[src/pkg/fnet_defs.svh]
`ifndef FNET_DEFS_SVH
`define FNET_DEFS_SVH

// ****************************************
// Register offsets
// ****************************************
`define FNET_ADDR_W        5
`define FNET_OFS_REF_RATIO 5'h02
`define FNET_OFS_INT_WORD  5'h03
`define FNET_OFS_FRAC_WORD 5'h04
`define FNET_OFS_STEP_CNT  5'h0C

// ****************************************
// Field widths
// ****************************************
`define FNET_REF_W         14
`define FNET_INT_W         19
`define FNET_FRAC_W        24
`define FNET_STEP_W        14
`define FNET_DATA_W        24

// ****************************************
// Reset values
// ****************************************
`define FNET_REF_RST       14'h0001
`define FNET_INT_RST       19'h00014
`define FNET_FRAC_RST      24'h000000
`define FNET_STEP_RST      14'h0000

`endif

[src/pkg/fnet_pkg.sv]
package fnet_pkg;

	typedef enum logic [1:0] {
		FNET_MODE_INT   = 2'b00,
		FNET_MODE_FRAC  = 2'b01,
		FNET_MODE_EXACT = 2'b10
	} fnet_mode_t;

endpackage

[src/hw/fnet_ref_div.sv]
`timescale 1ns/1ps
`include "fnet_defs.svh"

module fnet_ref_div (
	input  wire logic                   core_clk,
	input  wire logic                   rst_n,
	input  wire logic [`FNET_REF_W-1:0] ref_ratio,
	output logic                        pd_tick
);

	logic [`FNET_REF_W-1:0] count;
	wire                    last_count;

	// Ratio of zero behaves as one
	assign last_count = (count >= ref_ratio - `FNET_REF_W'(1)) ||
		(ref_ratio == '0);

	always_ff @(posedge core_clk) begin
		if (!rst_n) begin
			count   <= '0;
			pd_tick <= 1'b0;
		end else begin
			count   <= last_count ? '0 : count + `FNET_REF_W'(1);
			pd_tick <= last_count;
		end
	end

endmodule

[src/hw/fnet_tuning.sv]
`timescale 1ns/1ps
`include "fnet_defs.svh"

// Operation
// - Fractional word is unsigned 24 bits, meaning value over two to 24.
// - Integer division word is an unsigned 19-bit field.
// - Reference clock divided by programmed ratio gives the comparison tick.
// - Output frequency is comparison rate times integer plus fraction.
// - Modulator uses fixed binary modulus of two to the 24.
// - Exact mode keeps full 24-bit accumulator yet gives zero error.
// - Channel mode keeps integer and step fixed, rewrites fraction only.
// - Enable set, bypass clear gives fractional, or exact when step count exceeds one; reverse gives integer.

module fnet_tuning (
	input  wire logic                     core_clk,
	input  wire logic                     rst_n,
	input  wire logic                     reg_wr,
	input  wire logic [`FNET_ADDR_W-1:0]  reg_addr,
	input  wire logic [`FNET_DATA_W-1:0]  reg_wdata,
	input  wire logic                     mod_enable,
	input  wire logic                     mod_bypass,
	output logic      [`FNET_DATA_W-1:0]  reg_rdata,
	output logic                          pd_tick,
	output logic      [`FNET_INT_W-1:0]   div_ratio,
	output fnet_pkg::fnet_mode_t          mode_state
);

	// ****************************************
	// Register file
	// ****************************************
	logic [`FNET_REF_W-1:0]  ref_ratio;
	logic [`FNET_INT_W-1:0]  int_word;
	logic [`FNET_FRAC_W-1:0] frac_word;
	logic [`FNET_STEP_W-1:0] step_count;

	wire wr_ref  = reg_wr && reg_addr == `FNET_OFS_REF_RATIO;
	wire wr_int  = reg_wr && reg_addr == `FNET_OFS_INT_WORD;
	wire wr_frac = reg_wr && reg_addr == `FNET_OFS_FRAC_WORD;
	wire wr_step = reg_wr && reg_addr == `FNET_OFS_STEP_CNT;

	logic [`FNET_DATA_W-1:0] next_rdata;

	always_comb begin
		case (reg_addr)
		`FNET_OFS_REF_RATIO: next_rdata = {10'h000, ref_ratio};
		`FNET_OFS_INT_WORD:  next_rdata = {5'h00, int_word};
		`FNET_OFS_FRAC_WORD: next_rdata = frac_word;
		`FNET_OFS_STEP_CNT:  next_rdata = {10'h000, step_count};
		default:             next_rdata = '0;
		endcase
	end

	always_ff @(posedge core_clk) begin
		if (!rst_n) begin
			ref_ratio  <= `FNET_REF_RST;
			int_word   <= `FNET_INT_RST;
			frac_word  <= `FNET_FRAC_RST;
			step_count <= `FNET_STEP_RST;
			reg_rdata  <= '0;
		end else begin
			if (wr_ref)
				ref_ratio <= reg_wdata[`FNET_REF_W-1:0];
			if (wr_int)
				int_word <= reg_wdata[`FNET_INT_W-1:0];
			if (wr_frac)
				frac_word <= reg_wdata;
			if (wr_step)
				step_count <= reg_wdata[`FNET_STEP_W-1:0];
			reg_rdata <= next_rdata;
		end
	end

	// ****************************************
	// Comparison tick
	// ****************************************
	fnet_ref_div u_ref_div (
		.core_clk  (core_clk),
		.rst_n     (rst_n),
		.ref_ratio (ref_ratio),
		.pd_tick   (pd_tick)
	);

	// ****************************************
	// Mode decode
	// ****************************************
	fnet_pkg::fnet_mode_t next_mode;

	// Odd enable/bypass pairs fall back to integer division
	wire frac_on  = mod_enable && !mod_bypass;
	wire exact_on = frac_on && step_count > `FNET_STEP_W'(1);

	assign next_mode = exact_on ? fnet_pkg::FNET_MODE_EXACT :
		frac_on ? fnet_pkg::FNET_MODE_FRAC : fnet_pkg::FNET_MODE_INT;

	// ****************************************
	// Delta-sigma accumulator
	// ****************************************
	logic [`FNET_FRAC_W-1:0] acc;
	logic [`FNET_STEP_W-1:0] step_pos;

	// Rounding excess of the ceiled word over one step period.
	// Taking it back once per period keeps the modulus at 2^24.
	wire [37:0] step_prod = frac_word * step_count;
	wire [`FNET_FRAC_W-1:0] excess = step_prod[`FNET_FRAC_W-1:0];

	wire period_end = exact_on &&
		step_pos == step_count - `FNET_STEP_W'(1);
	wire [25:0] acc_sum = {2'b00, acc} + {2'b00, frac_word} -
		(period_end ? {2'b00, excess} : 26'h0);

	wire [`FNET_INT_W-1:0] next_div = !frac_on ? int_word :
		acc_sum[25] ? int_word - `FNET_INT_W'(1) :
		acc_sum[24] ? int_word + `FNET_INT_W'(1) : int_word;

	wire [`FNET_STEP_W-1:0] next_pos = period_end ? '0 :
		step_pos + `FNET_STEP_W'(1);

	always_ff @(posedge core_clk) begin
		if (!rst_n) begin
			acc        <= '0;
			step_pos   <= '0;
			div_ratio  <= `FNET_INT_RST;
			mode_state <= fnet_pkg::FNET_MODE_INT;
		end else begin
			mode_state <= next_mode;
			if (wr_frac || wr_step || !exact_on)
				step_pos <= '0;
			else if (pd_tick)
				step_pos <= next_pos;
			if (pd_tick) begin
				div_ratio <= next_div;
				acc       <= frac_on ? acc_sum[`FNET_FRAC_W-1:0] : '0;
			end
		end
	end

	// ****************************************
	// Checks
	// ****************************************
	logic [`FNET_REF_W:0]    gap;
	logic [`FNET_FRAC_W-1:0] acc_start;
	logic                    have_start;
	logic                    tick_seen;

	// First tick after a ratio change may come early; skip its spacing
	always_ff @(posedge core_clk) begin
		if (!rst_n) begin
			gap        <= '0;
			acc_start  <= '0;
			have_start <= 1'b0;
			tick_seen  <= 1'b0;
		end else begin
			gap <= pd_tick || wr_ref ? '0 : gap + (`FNET_REF_W+1)'(1);
			if (wr_ref)
				tick_seen <= 1'b0;
			else if (pd_tick)
				tick_seen <= 1'b1;
			if (wr_frac || wr_step || !exact_on || !frac_on)
				have_start <= 1'b0;
			else if (pd_tick && step_pos == '0) begin
				acc_start  <= acc;
				have_start <= 1'b1;
			end
		end
	end
endmodule

[config.mk]
export PLATFORM = sky130hd
export DESIGN_NAME = fnet_tuning
export DESIGN_NICKNAME = d
export VERILOG_FILES = /design/src/pkg/fnet_pkg.sv /design/src/hw/fnet_ref_div.sv /design/src/hw/fnet_tuning.sv
export VERILOG_INCLUDE_DIRS = /design/src /design/src/pkg
export SDC_FILE = /design/constraint.sdc
export NUM_CORES = 1
export LEC_CHECK = 0
export BUFFER_PORTS_ARGS = -buffer_cell sky130_fd_sc_hd__buf_2
export CAP_MARGIN = 10
export CORE_MARGIN = 5
export CORE_UTILIZATION = 35
export CTS_CLUSTER_SIZE = 14
export DETAILED_ROUTE_END_ITERATION = 6
export SYNTH_ARGS = -nofsm -noshare
export SYNTH_HDL_FRONTEND = slang
export SYNTH_HIERARCHICAL = 1
export SYNTH_SLANG_ARGS = --single-unit
[constraint.sdc]
create_clock -name core_clk -period 9.9 [get_ports core_clk]
set_input_delay 0.99 -clock core_clk [delete_from_list [all_inputs] [get_ports core_clk]]
set_output_delay 0.99 -clock core_clk [all_outputs]
set_load 0.01 [all_outputs]
### Yosys cells after proc, flatten, opt, wreduce, memory -nomap -nowiden

Index checks and enable logic that the tools add are counted.

| word-level totals | value |
|---|---|
| bits in latches | 0 |
| input bits | 34 |
| bits in registers | 169 |
| word-level logic and storage cells | 54 |
| output and inout bits | 46 |
| memory bits (writable) | 0 |
| ROM bits | 0 |
| memories | 0 |

| operators by class | value |
|---|---|
| add/sub/neg operators | 8 |
| equality and inequality tests | 5 |
| multiplexer cells | 9 |
| magnitude comparators | 2 |
| shift operators | 0 |
| divide/modulo/power cells | 0 |
| multiply operators | 1 |
| reduce and logical (&&, ||, !) cells | 16 |
| bitwise operators | 1 |

Operator list:

| operator | number |
|---|---|
| $pmux 24 s4 | 1 |
| $mux 19 | 3 |
| $mux 24 | 2 |
| $add 14x1->14 const B | 2 |
| $sub 14x1->14 const B | 2 |
| $sub 25x24->26 | 1 |
| $add 24x24->25 | 1 |
| $mul 24x14->24 | 1 |
| $add 19x1->19 const B | 1 |
| $sub 19x1->19 const B | 1 |
| $eq 14x14->1 | 1 |
| $ge 14x14->1 | 1 |
| $gt 14x1->1 const B | 1 |
| $logic_not 14->1 | 1 |
| $mux 14 | 1 |
| $eq 5x2->1 const B | 2 |
| $logic_and 1x1->1 | 7 |
| $reduce_or 2->1 | 3 |
| $eq 5x3->1 const B | 1 |
| $eq 5x4->1 const B | 1 |
| $logic_or 1x1->1 | 3 |
| $logic_not 1->1 | 2 |
| $mux 2 | 1 |
| $mux 1 | 1 |
| $not 1->1 | 1 |

### Longest topological paths before layout

Gate-level depths: netlist of run 1.

| logic depth | value |
|---|---|
| word-level depth | 9 |
| mapped depth | 39 |
| mapped depth without buffers | 35 |

### By module

Netlist of run 1, hierarchy kept.

By module, submodules not included:

| module | cells an instance | times used | area each (µm²) |
|---|---|---|---|
| fnet_tuning | 1992 | 1 | 16054.1 |
| fnet_ref_div | 136 | 1 | 1313.8 |

### Worst setup path after synthesis of run 1

No wires, ideal clock.

| timing | value |
|---|---|
| path type | register -> register |
| from | register step_count[5] |
| to | register div_ratio[12] |
| setup slack | 0.896 ns |
| data required time | 9.809 ns |
| clock period less this slack | 9.004 ns |
| setup time | 0.091 ns |
| arrival | 8.913 ns |
| buffers on the path | 4 |
| stages on the path, launching flop included | 34 |
| cell sequence | dfxtp_1 > clkbuf_1 > clkbuf_1 > clkbuf_1 > nand2_1 > fa_1 > fa_1 > inv_1 > fa_1 > fa_1 > fa_1 > inv_1 > fa_1 > inv_1 > ha_1 > a21o_1 > a21oi_1 > o21a_1 > a311oi_1 > o31ai_1 > a21oi_1 > xor2_1 > and2_1 > fa_1 > inv_1 > ha_1 > a21o_1 > a211o_1 > a221o_1 > clkbuf_1 > or4_1 > o32a_1 > or3_1 > a311oi_1 |

| on the way | value |
|---|---|
| longest elaborated chain between the ends | 8 |

RTL lines:

| element | line | text |
|---|---|---|
| start: declaration | fnet_tuning.sv:34 | `` logic [`FNET_STEP_W-1:0] step_count; `` |
| start signal: assignment | fnet_tuning.sv:58 | `` step_count <= `FNET_STEP_RST; `` |
| start signal: assignment | fnet_tuning.sv:68 | `` step_count <= reg_wdata[`FNET_STEP_W-1:0]; `` |
| branches (longest 3 deep; another with $mul 24x14->24) | -- |  |
| $mux 24 (*) | fnet_tuning.sv:109 | `(period_end ? {2'b00, excess} : 26'h0);` |
| $sub 25x24->26 (*) | fnet_tuning.sv:108 | `wire [25:0] acc_sum = {2'b00, acc} + {2'b00, frac_word} -` |
| $mux 19 | fnet_tuning.sv:113 | `` acc_sum[24] ? int_word + `FNET_INT_W'(1) : int_word; `` |
| $mux 19 (*) | fnet_tuning.sv:112 | `` acc_sum[25] ? int_word - `FNET_INT_W'(1) : `` |
| $mux 19 (*) | fnet_tuning.sv:111 | `` wire [`FNET_INT_W-1:0] next_div = !frac_on ? int_word : `` |
| end signal: assignment | fnet_tuning.sv:122 | `` div_ratio <= `FNET_INT_RST; `` |
| end signal: assignment | fnet_tuning.sv:131 | `div_ratio <= next_div;` |
| end: declaration | fnet_tuning.sv:24 | `` output logic [`FNET_INT_W-1:0] div_ratio, `` |

Every way passes the cells marked *.
A chain may end at the register's enable or synchronous reset.

### Worst setup path after layout of run 1

Ends and elaborated chain as after synthesis.

==> results by group, run 1 <==
Outcome
  – Status: finished, violations left
  – Violated checks: design-rule violations

Flow run
  – Max Cap Viol: 0

Die
  – Initial Utilization: 0.3541
  – Top-level I/O count: 80
  – Num rows: between 80 and 90
  – Chip width: approximately 230 um
  – Die area: between 50,000 and 60,000 um2
  – Die Ht: about 230 um
  – Core area: approximately 50,000 um2

Pwr
  – Switch share: 0.3635
  – Share of power burned in registers: 0.372
  – Leak Pwr: between 0.008 and 0.009 uW
  – PD cells: about 100 nW/um2
  – Clk pwr share: 0.358
  – IR drop worst, VDD: between 0.0001 and 0.00015 V
  – Int Pwr: around 1200 uW
  – Net switching power of the design: 697.0 uW
  – Combinational Power Share: 0.270

Route
  – Initial drt markers: approximately 1,100
  – DRC: 1
  – Total iterations of the first detailed-routing run: 7
  – Number of vias per cell: 5.237
  – Final WL: around 50 mm
  – Post-route ant nets: 0
  – WL per Instance: roughly 18 um
  – Via count: around 15,000

Cells and area
  – Design area: ~19,000 um2
  – Final core occ: 0.3881
  – # diodes: 0
  – Multi-input combinational cell area: around 12,000 um2
  – Share of cells above drive strength 1: 0.08859
  – Non-Filler Instances: between 2,000 and 3,000
  – Storage cell area: around 3400 um2
  – Fillers: 5,062
  – # nets final: ~2,500
  – Area Overhead vs Synth: 9.603%

Place
  – Placed Cells: between 2,000 and 3,000
  – Placed cell area: approximately 18,000 um2
  – DP Wirelength: about 39 mm
  – Gpl congestion: 0.8695
  – # port buffers: 79

STA
  – Fin Clk Skew: 0.01569 ns
  – Fmax: approximately 110 MHz
  – Setup TNS: 0 ns
  – Fin. Hold Viols: 0
  – Min cycle time layout: 9.361 ns
  – Slew Limit Fails: 0
  – Measured slew at the worst slew-check pin: 0.9779 ns
  – Worst slew margin: 0.3481
  – RSZ-0062 raised after global routing: no
  – Fin crit share: 0.9455
  – Final setup vio count: 0
  – Hold slack final: 0.4754 ns

CTS
  – CTS tree: yes
  – Gates resized, CTS repair: 0
  – CTS hold repair buffers: 0
  – Clk_lat worst skew: about 0.47 ns
  – Num CTS Buffers: 17
  – # clock sinks: 169
  – CTS root buf: clkbuf_16
  – Clock transition at path regs: about 0.08 ns
  – Clock H-tree levels: 4
  – Setup Buffers After CTS: 0
  – Max Root-Sink Buffers: 2

Critical path
  – Reg2reg start: step_count[5]
  – Startpoint class of the critical path: flop
  – Crit path capture type: flop
  – Worst-path fanout max: 14
  – Crit path required time: between 10 and 15 ns
  – Critical path origin: step_count[5]
  – Largest delay share family, worst path: adder cells
  – Worst reg2reg setup slack: ~0.54 ns
  – Critical path buffers and inverters: 6
  – CP Data Arrival Time: just under 10 ns
  – Kind of critical path: reg -> reg
  – CP max-delay cell: dfxtp_1
  – CP max stage delay: approximately 0.73 ns
  – CP most frequent cell: fa_1

Yosys
  – Average cell area after synthesis: about 8.2 um2
  – Flops & latches, synth: approximately 170
  – Count leader, synth: nand2_1
  – Commonest cells in the netlist: 339 x nand2_1, 316 x inv_1, 200 x fa_1, 169 x dfxtp_1, 127 x a21oi_1
  – EDFF count, synth: 0
  – Synth area leaders: fa_1 23%, dfxtp_1 19%, nand2_1 7.3%
  – Synth top area share: 0.2305
  – Dominant synthesized flop cell: dfxtp_1
  – Synthesized net count: roughly 2,500
  – Synth async-reset ratio: 0
  – Synth warn: 6
  – Synth Cell Area: 17,370 um2
  – Synth Instances: about 2,100
  – Seq/Total Area, Yosys: 0.1948
  – Dominant cell type by area after synthesis: fa_1
  – Unique cell type count in the Yosys netlist: 86

Worst hold path
  – Hold Path Origin: acc[4]
  – Hold Path Class: reg -> reg

Global routing
  – Largest net degree at the start of global routing: 80
  – Vias in the first global route: 15,220
  – First-pass GRT wire length: between 80 and 90 mm
  – Tot GR Track Use: 0.1895
  – Total gr overflow: 0
  – Antenna violations before repair: 0
==> power groups by stage <==
stage               registers, uW  clock network [uW]  logic (uW)
floorplan                     723                   0         369
CTS                           713                 700         505
global route                  715                 725         563
detailed placement            729                   0         502
global placement              728                   0         499
finish                        713                 687         518
==> through the flow <==
step	worst slack, ns	total power [uW]
after global placement	0.6976	1228
after CTS	0.4451	1919
after global routing	0.003631	2003
after detailed placement	0.4657	1231
final	0.5395	1918
after floorplan	0.8964	1093
==> flip-flops by register name, summed over array words and instances (netlist names) <==
register / cells
mode_state: 2
step_pos: 14
div_ratio: 19
step_count: 14
int_word: 19
acc: 24
u_ref_div/pd_tick: 1
u_ref_div/count: 14
reg_rdata: 24
frac_word: 24
ref_ratio: 14
==> kinds of logic (layout without fill, tap and decap cells) <==
family	after synthesis	after routing	synth area share
buffers and inverters	440	468	0.09704
muxes	4	4	0.002377
and+or+nand+nor	782	782	0.2258
AOI/OAI and AO/OA	317	317	0.1195
adders and majority gates	297	297	0.3004
DFF	169	169	0.1948
xor gates and xnor gates	119	119	0.06001
==> final timing paths <==
kind                                       to  cells after the start
worst min register to register         acc[4]                      2
worst max-delay path            div_ratio[12]                     32
worst min-delay path                   acc[4]                      2
worst max register to register  div_ratio[12]                     32
==> layer usage <==
layer | wire (um) | GRT usage | vias up
met5 | 0 | 0 | -
met4 | 1566 | 0.07089 | 0
met3 | 3103 | 0.02977 | 68
met2 | 24180 | 0.3258 | 517
met1 | 20890 | 0.2404 | 7280
li1 | - | - | 6903
==> layout make-up <==
type                       instances  share of cell area
multi-input combinational       1519              0.6477
sequential                       169              0.1779
inverter                         317             0.06251
tap                              664             0.04364
timing repair buffer             119             0.03655
clock buffer                      17             0.02235
clock inverter                    15            0.009399
==> cell usage in the layout, fill, tap and decap left out, types with 5 or more instances in the layout <==
cell / netlist / routed
nand2_1: 339 / 339
inv_1: 316 / 316
fa_1: 200 / 200
dfxtp_1: 169 / 167
a21oi_1: 127 / 127
and2_1: 126 / 126
ha_1: 97 / 97
nor2_1: 93 / 93
xnor2_1: 83 / 83
buf_2: 3 / 79
nand3_1: 40 / 40
buf_4: 1 / 40
xor2_1: 36 / 36
o21ai_0: 35 / 35
and3_1: 26 / 26
nor3_1: 23 / 22
nand4_1: 20 / 20
nand2b_1: 18 / 18
or3_1: 17 / 17
a21o_1: 17 / 17
clkbuf_16: 0 / 17
o22ai_1: 16 / 16
a311oi_1: 14 / 14
a222oi_1: 14 / 14
nor4_1: 14 / 13
nor4_2: 12 / 13
a31oi_1: 11 / 11
o31ai_1: 10 / 10
nor2b_1: 9 / 9
nor3b_1: 7 / 7
a211o_1: 6 / 6
a41oi_1: 6 / 6
or4_1: 6 / 6
nand3b_1: 6 / 6
o21bai_1: 6 / 6
a22oi_1: 6 / 6
clkinv_8: 0 / 6
and4_1: 5 / 5
o21ai_1: 5 / 5
==> worst min-delay path, stage by stage, from the launching register on <==
cell,delay (ns)
dfxtp_1,0.31
nand2b_1,0.07
a21oi_1,0.05
Power figures use the tool's default switching activity.
==> run 2, diff against run 1 <==
--- a/config.mk
+++ b/config.mk
@@ -6,6 +6,7 @@
 export SDC_FILE = /design/constraint.sdc
 export NUM_CORES = 1
 export LEC_CHECK = 0
+export ABC_AREA = 1
 export BUFFER_PORTS_ARGS = -buffer_cell sky130_fd_sc_hd__buf_2
 export CAP_MARGIN = 10
 export CORE_MARGIN = 5
==> run 2 against run 1 <==
Effect of this change:
- the run now ends clean
- clock power increased by 3.3%
- worst hold slack got worse by 0.010 ns
- sequential cell count unchanged
- non-clock buffer count decreased by 5
- critical path depth increased by 4
- global-route usage increased by 0.54 points
- combinational power increased by 36%
- cell count increased by 20%
- critical endpoint is now div_ratio[3]
- highest routed layer unchanged
==> results by group, run 2 <==
Outcome
  – Status: finished, final reports clean

Critical path
  – CP max stage delay: 0.95 ns (+0.22 ns)
  – Critical path buffers and inverters: 10 (+4)
  – Crit path capture type: flop
  – CP Data Arrival Time: 9.34 ns (-0.40 ns)
  – CP most frequent cell: inv_1
  – Startpoint class of the critical path: flop
  – Kind of critical path: reg -> reg
  – CP max-delay cell: dfxtp_1
  – Worst-path fanout max: 22 (+8)
  – Cell count along the critical path: 36 (+13%)
  – Reg2Reg Depth: 36 (+13%)
  – Largest delay share family, worst path: adder cells
  – Crit path required time: 10.26 ns (-0.02 ns)

Yosys
  – Unique cell type count in the Yosys netlist: 49 (-43%)
  – Synth Cell Area: 18,450 um2 (+6.2%)
  – Synth Instances: 2,669 (+25%)
  – Synth warn: 6 (unchanged)
  – Flops & latches, synth: 169 (unchanged)
  – Synthesized net count: 3,000 (+22%)
  – Synth async-reset ratio: 0 (unchanged)
  – Synth area leaders: fa_1 22%, dfxtp_1 18%, nand2_1 13%
  – Dominant synthesized flop cell: dfxtp_1
  – EDFF count, synth: 0 (unchanged)
  – Dominant cell type by area after synthesis: fa_1
  – Average cell area after synthesis: 6.911 um2 (-15%)
  – Commonest cells in the netlist: 620 x nand2_1, 597 x inv_1, 224 x nor2_1, 200 x fa_1, 169 x dfxtp_1
  – Count leader, synth: nand2_1
  – Synth top area share: 0.2171 (-0.01348)
  – Seq/Total Area, Yosys: 0.1834 (-0.01139)

Cells and area
  – Fillers: 5,714 (+13%)
  – # nets final: 3,026 (+22%)
  – Storage cell area: 3385 um2 (about the same)
  – Most frequent cells in the layout: 620 x nand2_1, 597 x inv_1, 224 x nor2_1
  – Share of cells above drive strength 1: 0.07607 (-0.01252)
  – Area Overhead vs Synth: 9.075%
  – Multi-input combinational cell area: 12,350 um2 (+0.13%)
  – Largest registers: acc x24, frac_word x24, reg_rdata x24
  – # diodes: 0 (unchanged)
  – Most common cell after layout, fill and taps aside: nand2_1

Place
  – DP Wirelength: 44.00 mm (+14%)
  – # port buffers: 79 (unchanged)
  – Gpl congestion: 0.9544 (+9.8%)

STA
  – Fin crit share: 0.9078 (-0.03775)
  – RSZ-0062 raised after global routing: no
  – Fin. Hold Viols: 0 (unchanged)
  – Worst slew margin: 0.2738 (-0.07429)
  – Fmax: 111.3 MHz (+4.2%)
  – Final setup vio count: 0 (unchanged)
  – Measured slew at the worst slew-check pin: 1.083 ns (+0.1047 ns)
  – Fin Clk Skew: 0.01511 ns (-0.0005757 ns)
  – Setup TNS: 0 ns (unchanged)
  – Hold slack final: 0.4650 ns (-0.01037 ns)
  – Min cycle time layout: 8.987 ns (-0.3737 ns)
  – Slew Limit Fails: 0 (unchanged)

Die
  – Initial Utilization: 0.3524 (-0.001637)
  – Chip width: 239.6 um (+2.9%)
  – Die area: 57,400 um2 (+5.9%)
  – Die Ht: 239.6 um (+2.9%)
  – Num rows: 84 (+3.7%)
  – Top-level I/O count: 80 (unchanged)
  – Core area: 52,340 um2 (+6.7%)

Global routing
  – First-pass GRT wire length: 89.26 mm (+9.3%)
  – Tot GR Track Use: 0.1949 (+0.005412)
  – Total gr overflow: 0 (unchanged)
  – Largest net degree at the start of global routing: 83 (+3.8%)
  – Antenna violations before repair: 0 (unchanged)
  – Vias in the first global route: 16,400 (+7.7%)

Pwr
  – IR drop worst, VDD: 0.0001658 V (+30%)
  – PD cells: 106.4 nW/um2 (+5.6%)
  – Power, Total: 2141 uW (+12%)
  – Leak Pwr: 0.01015 uW (+26%)

CTS
  – Gates resized, CTS repair: 0 (unchanged)
  – CTS hold repair buffers: 0 (unchanged)
  – CTS tree: yes
  – Setup Buffers After CTS: 0 (unchanged)
  – CTS root buf: clkbuf_16
  – Num CTS Buffers: 17 (unchanged)
  – Clock H-tree levels: 4 (unchanged)
  – Clk_lat worst skew: 0.46 ns (about the same)
  – Max Root-Sink Buffers: 2 (unchanged)
  – # clock sinks: 169 (unchanged)
  – Clock transition at path regs: 0.08 ns (about the same)

Route
  – Post-route ant nets: 0 (unchanged)
  – Initial drt markers: 1,358 (+19%)
  – Total iterations of the first detailed-routing run: 5 (-2)
  – Via count: 16,510 (+12%)
  – Number of vias per cell: 4.861 (-7.2%)
  – DRC: 0 (-1)
  – Final WL: 55.32 mm (+11%)
  – WL per Instance: 16.29 um (-7.7%)

Worst hold path
  – Hold path cells: 2 (unchanged)
  – Hold Path Class: reg -> reg

Flow run
  – Max Cap Viol: 0 (unchanged)
## run 2: cells by family after synthesis
| kind of cell | after synthesis | share of synthesized area |
|---|---|---|
| AO/OA/AOI/OAI | 353 | 0.1036 |
| adder cells (fa/ha/maj) | 297 | 0.2828 |
| XOR/XNOR | 75 | 0.03561 |
| flip-flops | 169 | 0.1834 |
| AND/OR/NAND/NOR | 1064 | 0.2472 |
| buffers and inverters | 711 | 0.1473 |
## run 2: final cells by class
class,instances,area share
flip-flops and latches,169,0.1682
well taps,688,0.04278
inverters,604,0.1127
clock buffers,20,0.02220
clock inverters,12,0.007835
multi-input cells,1789,0.6136
repair buffers,114,0.03271
## run 2: worst paths after layout
kind	start	endpoint	slack [ns]
worst max-delay path	step_count[4]	div_ratio[3]	0.91
worst max register to register	step_count[4]	div_ratio[3]	0.91
worst min register to register	acc[2]	acc[2]	0.46
worst min-delay path	acc[2]	acc[2]	0.46
## run 2: metrics by stage
step                      std cells  setup slack, ns    util  cell area [um2]
after floorplan                2669            2.353       -            18450
after global placement         3364            1.020  0.3729            19520
after detailed placement       3364           0.9987  0.3729            19520
after CTS                      3396           0.9546  0.3844            20120
after global routing           3396           0.3390  0.3844            20120
final                          3396           0.9132  0.3844            20120
## run 2: power breakdown
group          switching (uW)  leakage [uW]  internal, uW
registers                22.8       0.00137           703
clock network             322      0.000288           387
logic                     494       0.00850           212
## run 2: worst register-to-register path: cells and delay by family, from the launching register on
family | cells | cell delay, ns
adder cells (fa/ha/maj) | 9 | 4.11
AO/OA/AOI/OAI | 1 | 0.33
AND/OR/NAND/NOR | 16 | 2.59
buffers and inverters | 10 | 0.90
flip-flops | 1 | 0.95
## run 2: layer usage
metal  global-route usage  share of wire
met1               0.2735           0.46
met2               0.3257           0.46
met3              0.02003          0.060
met4              0.04531          0.021
met5                    0              0
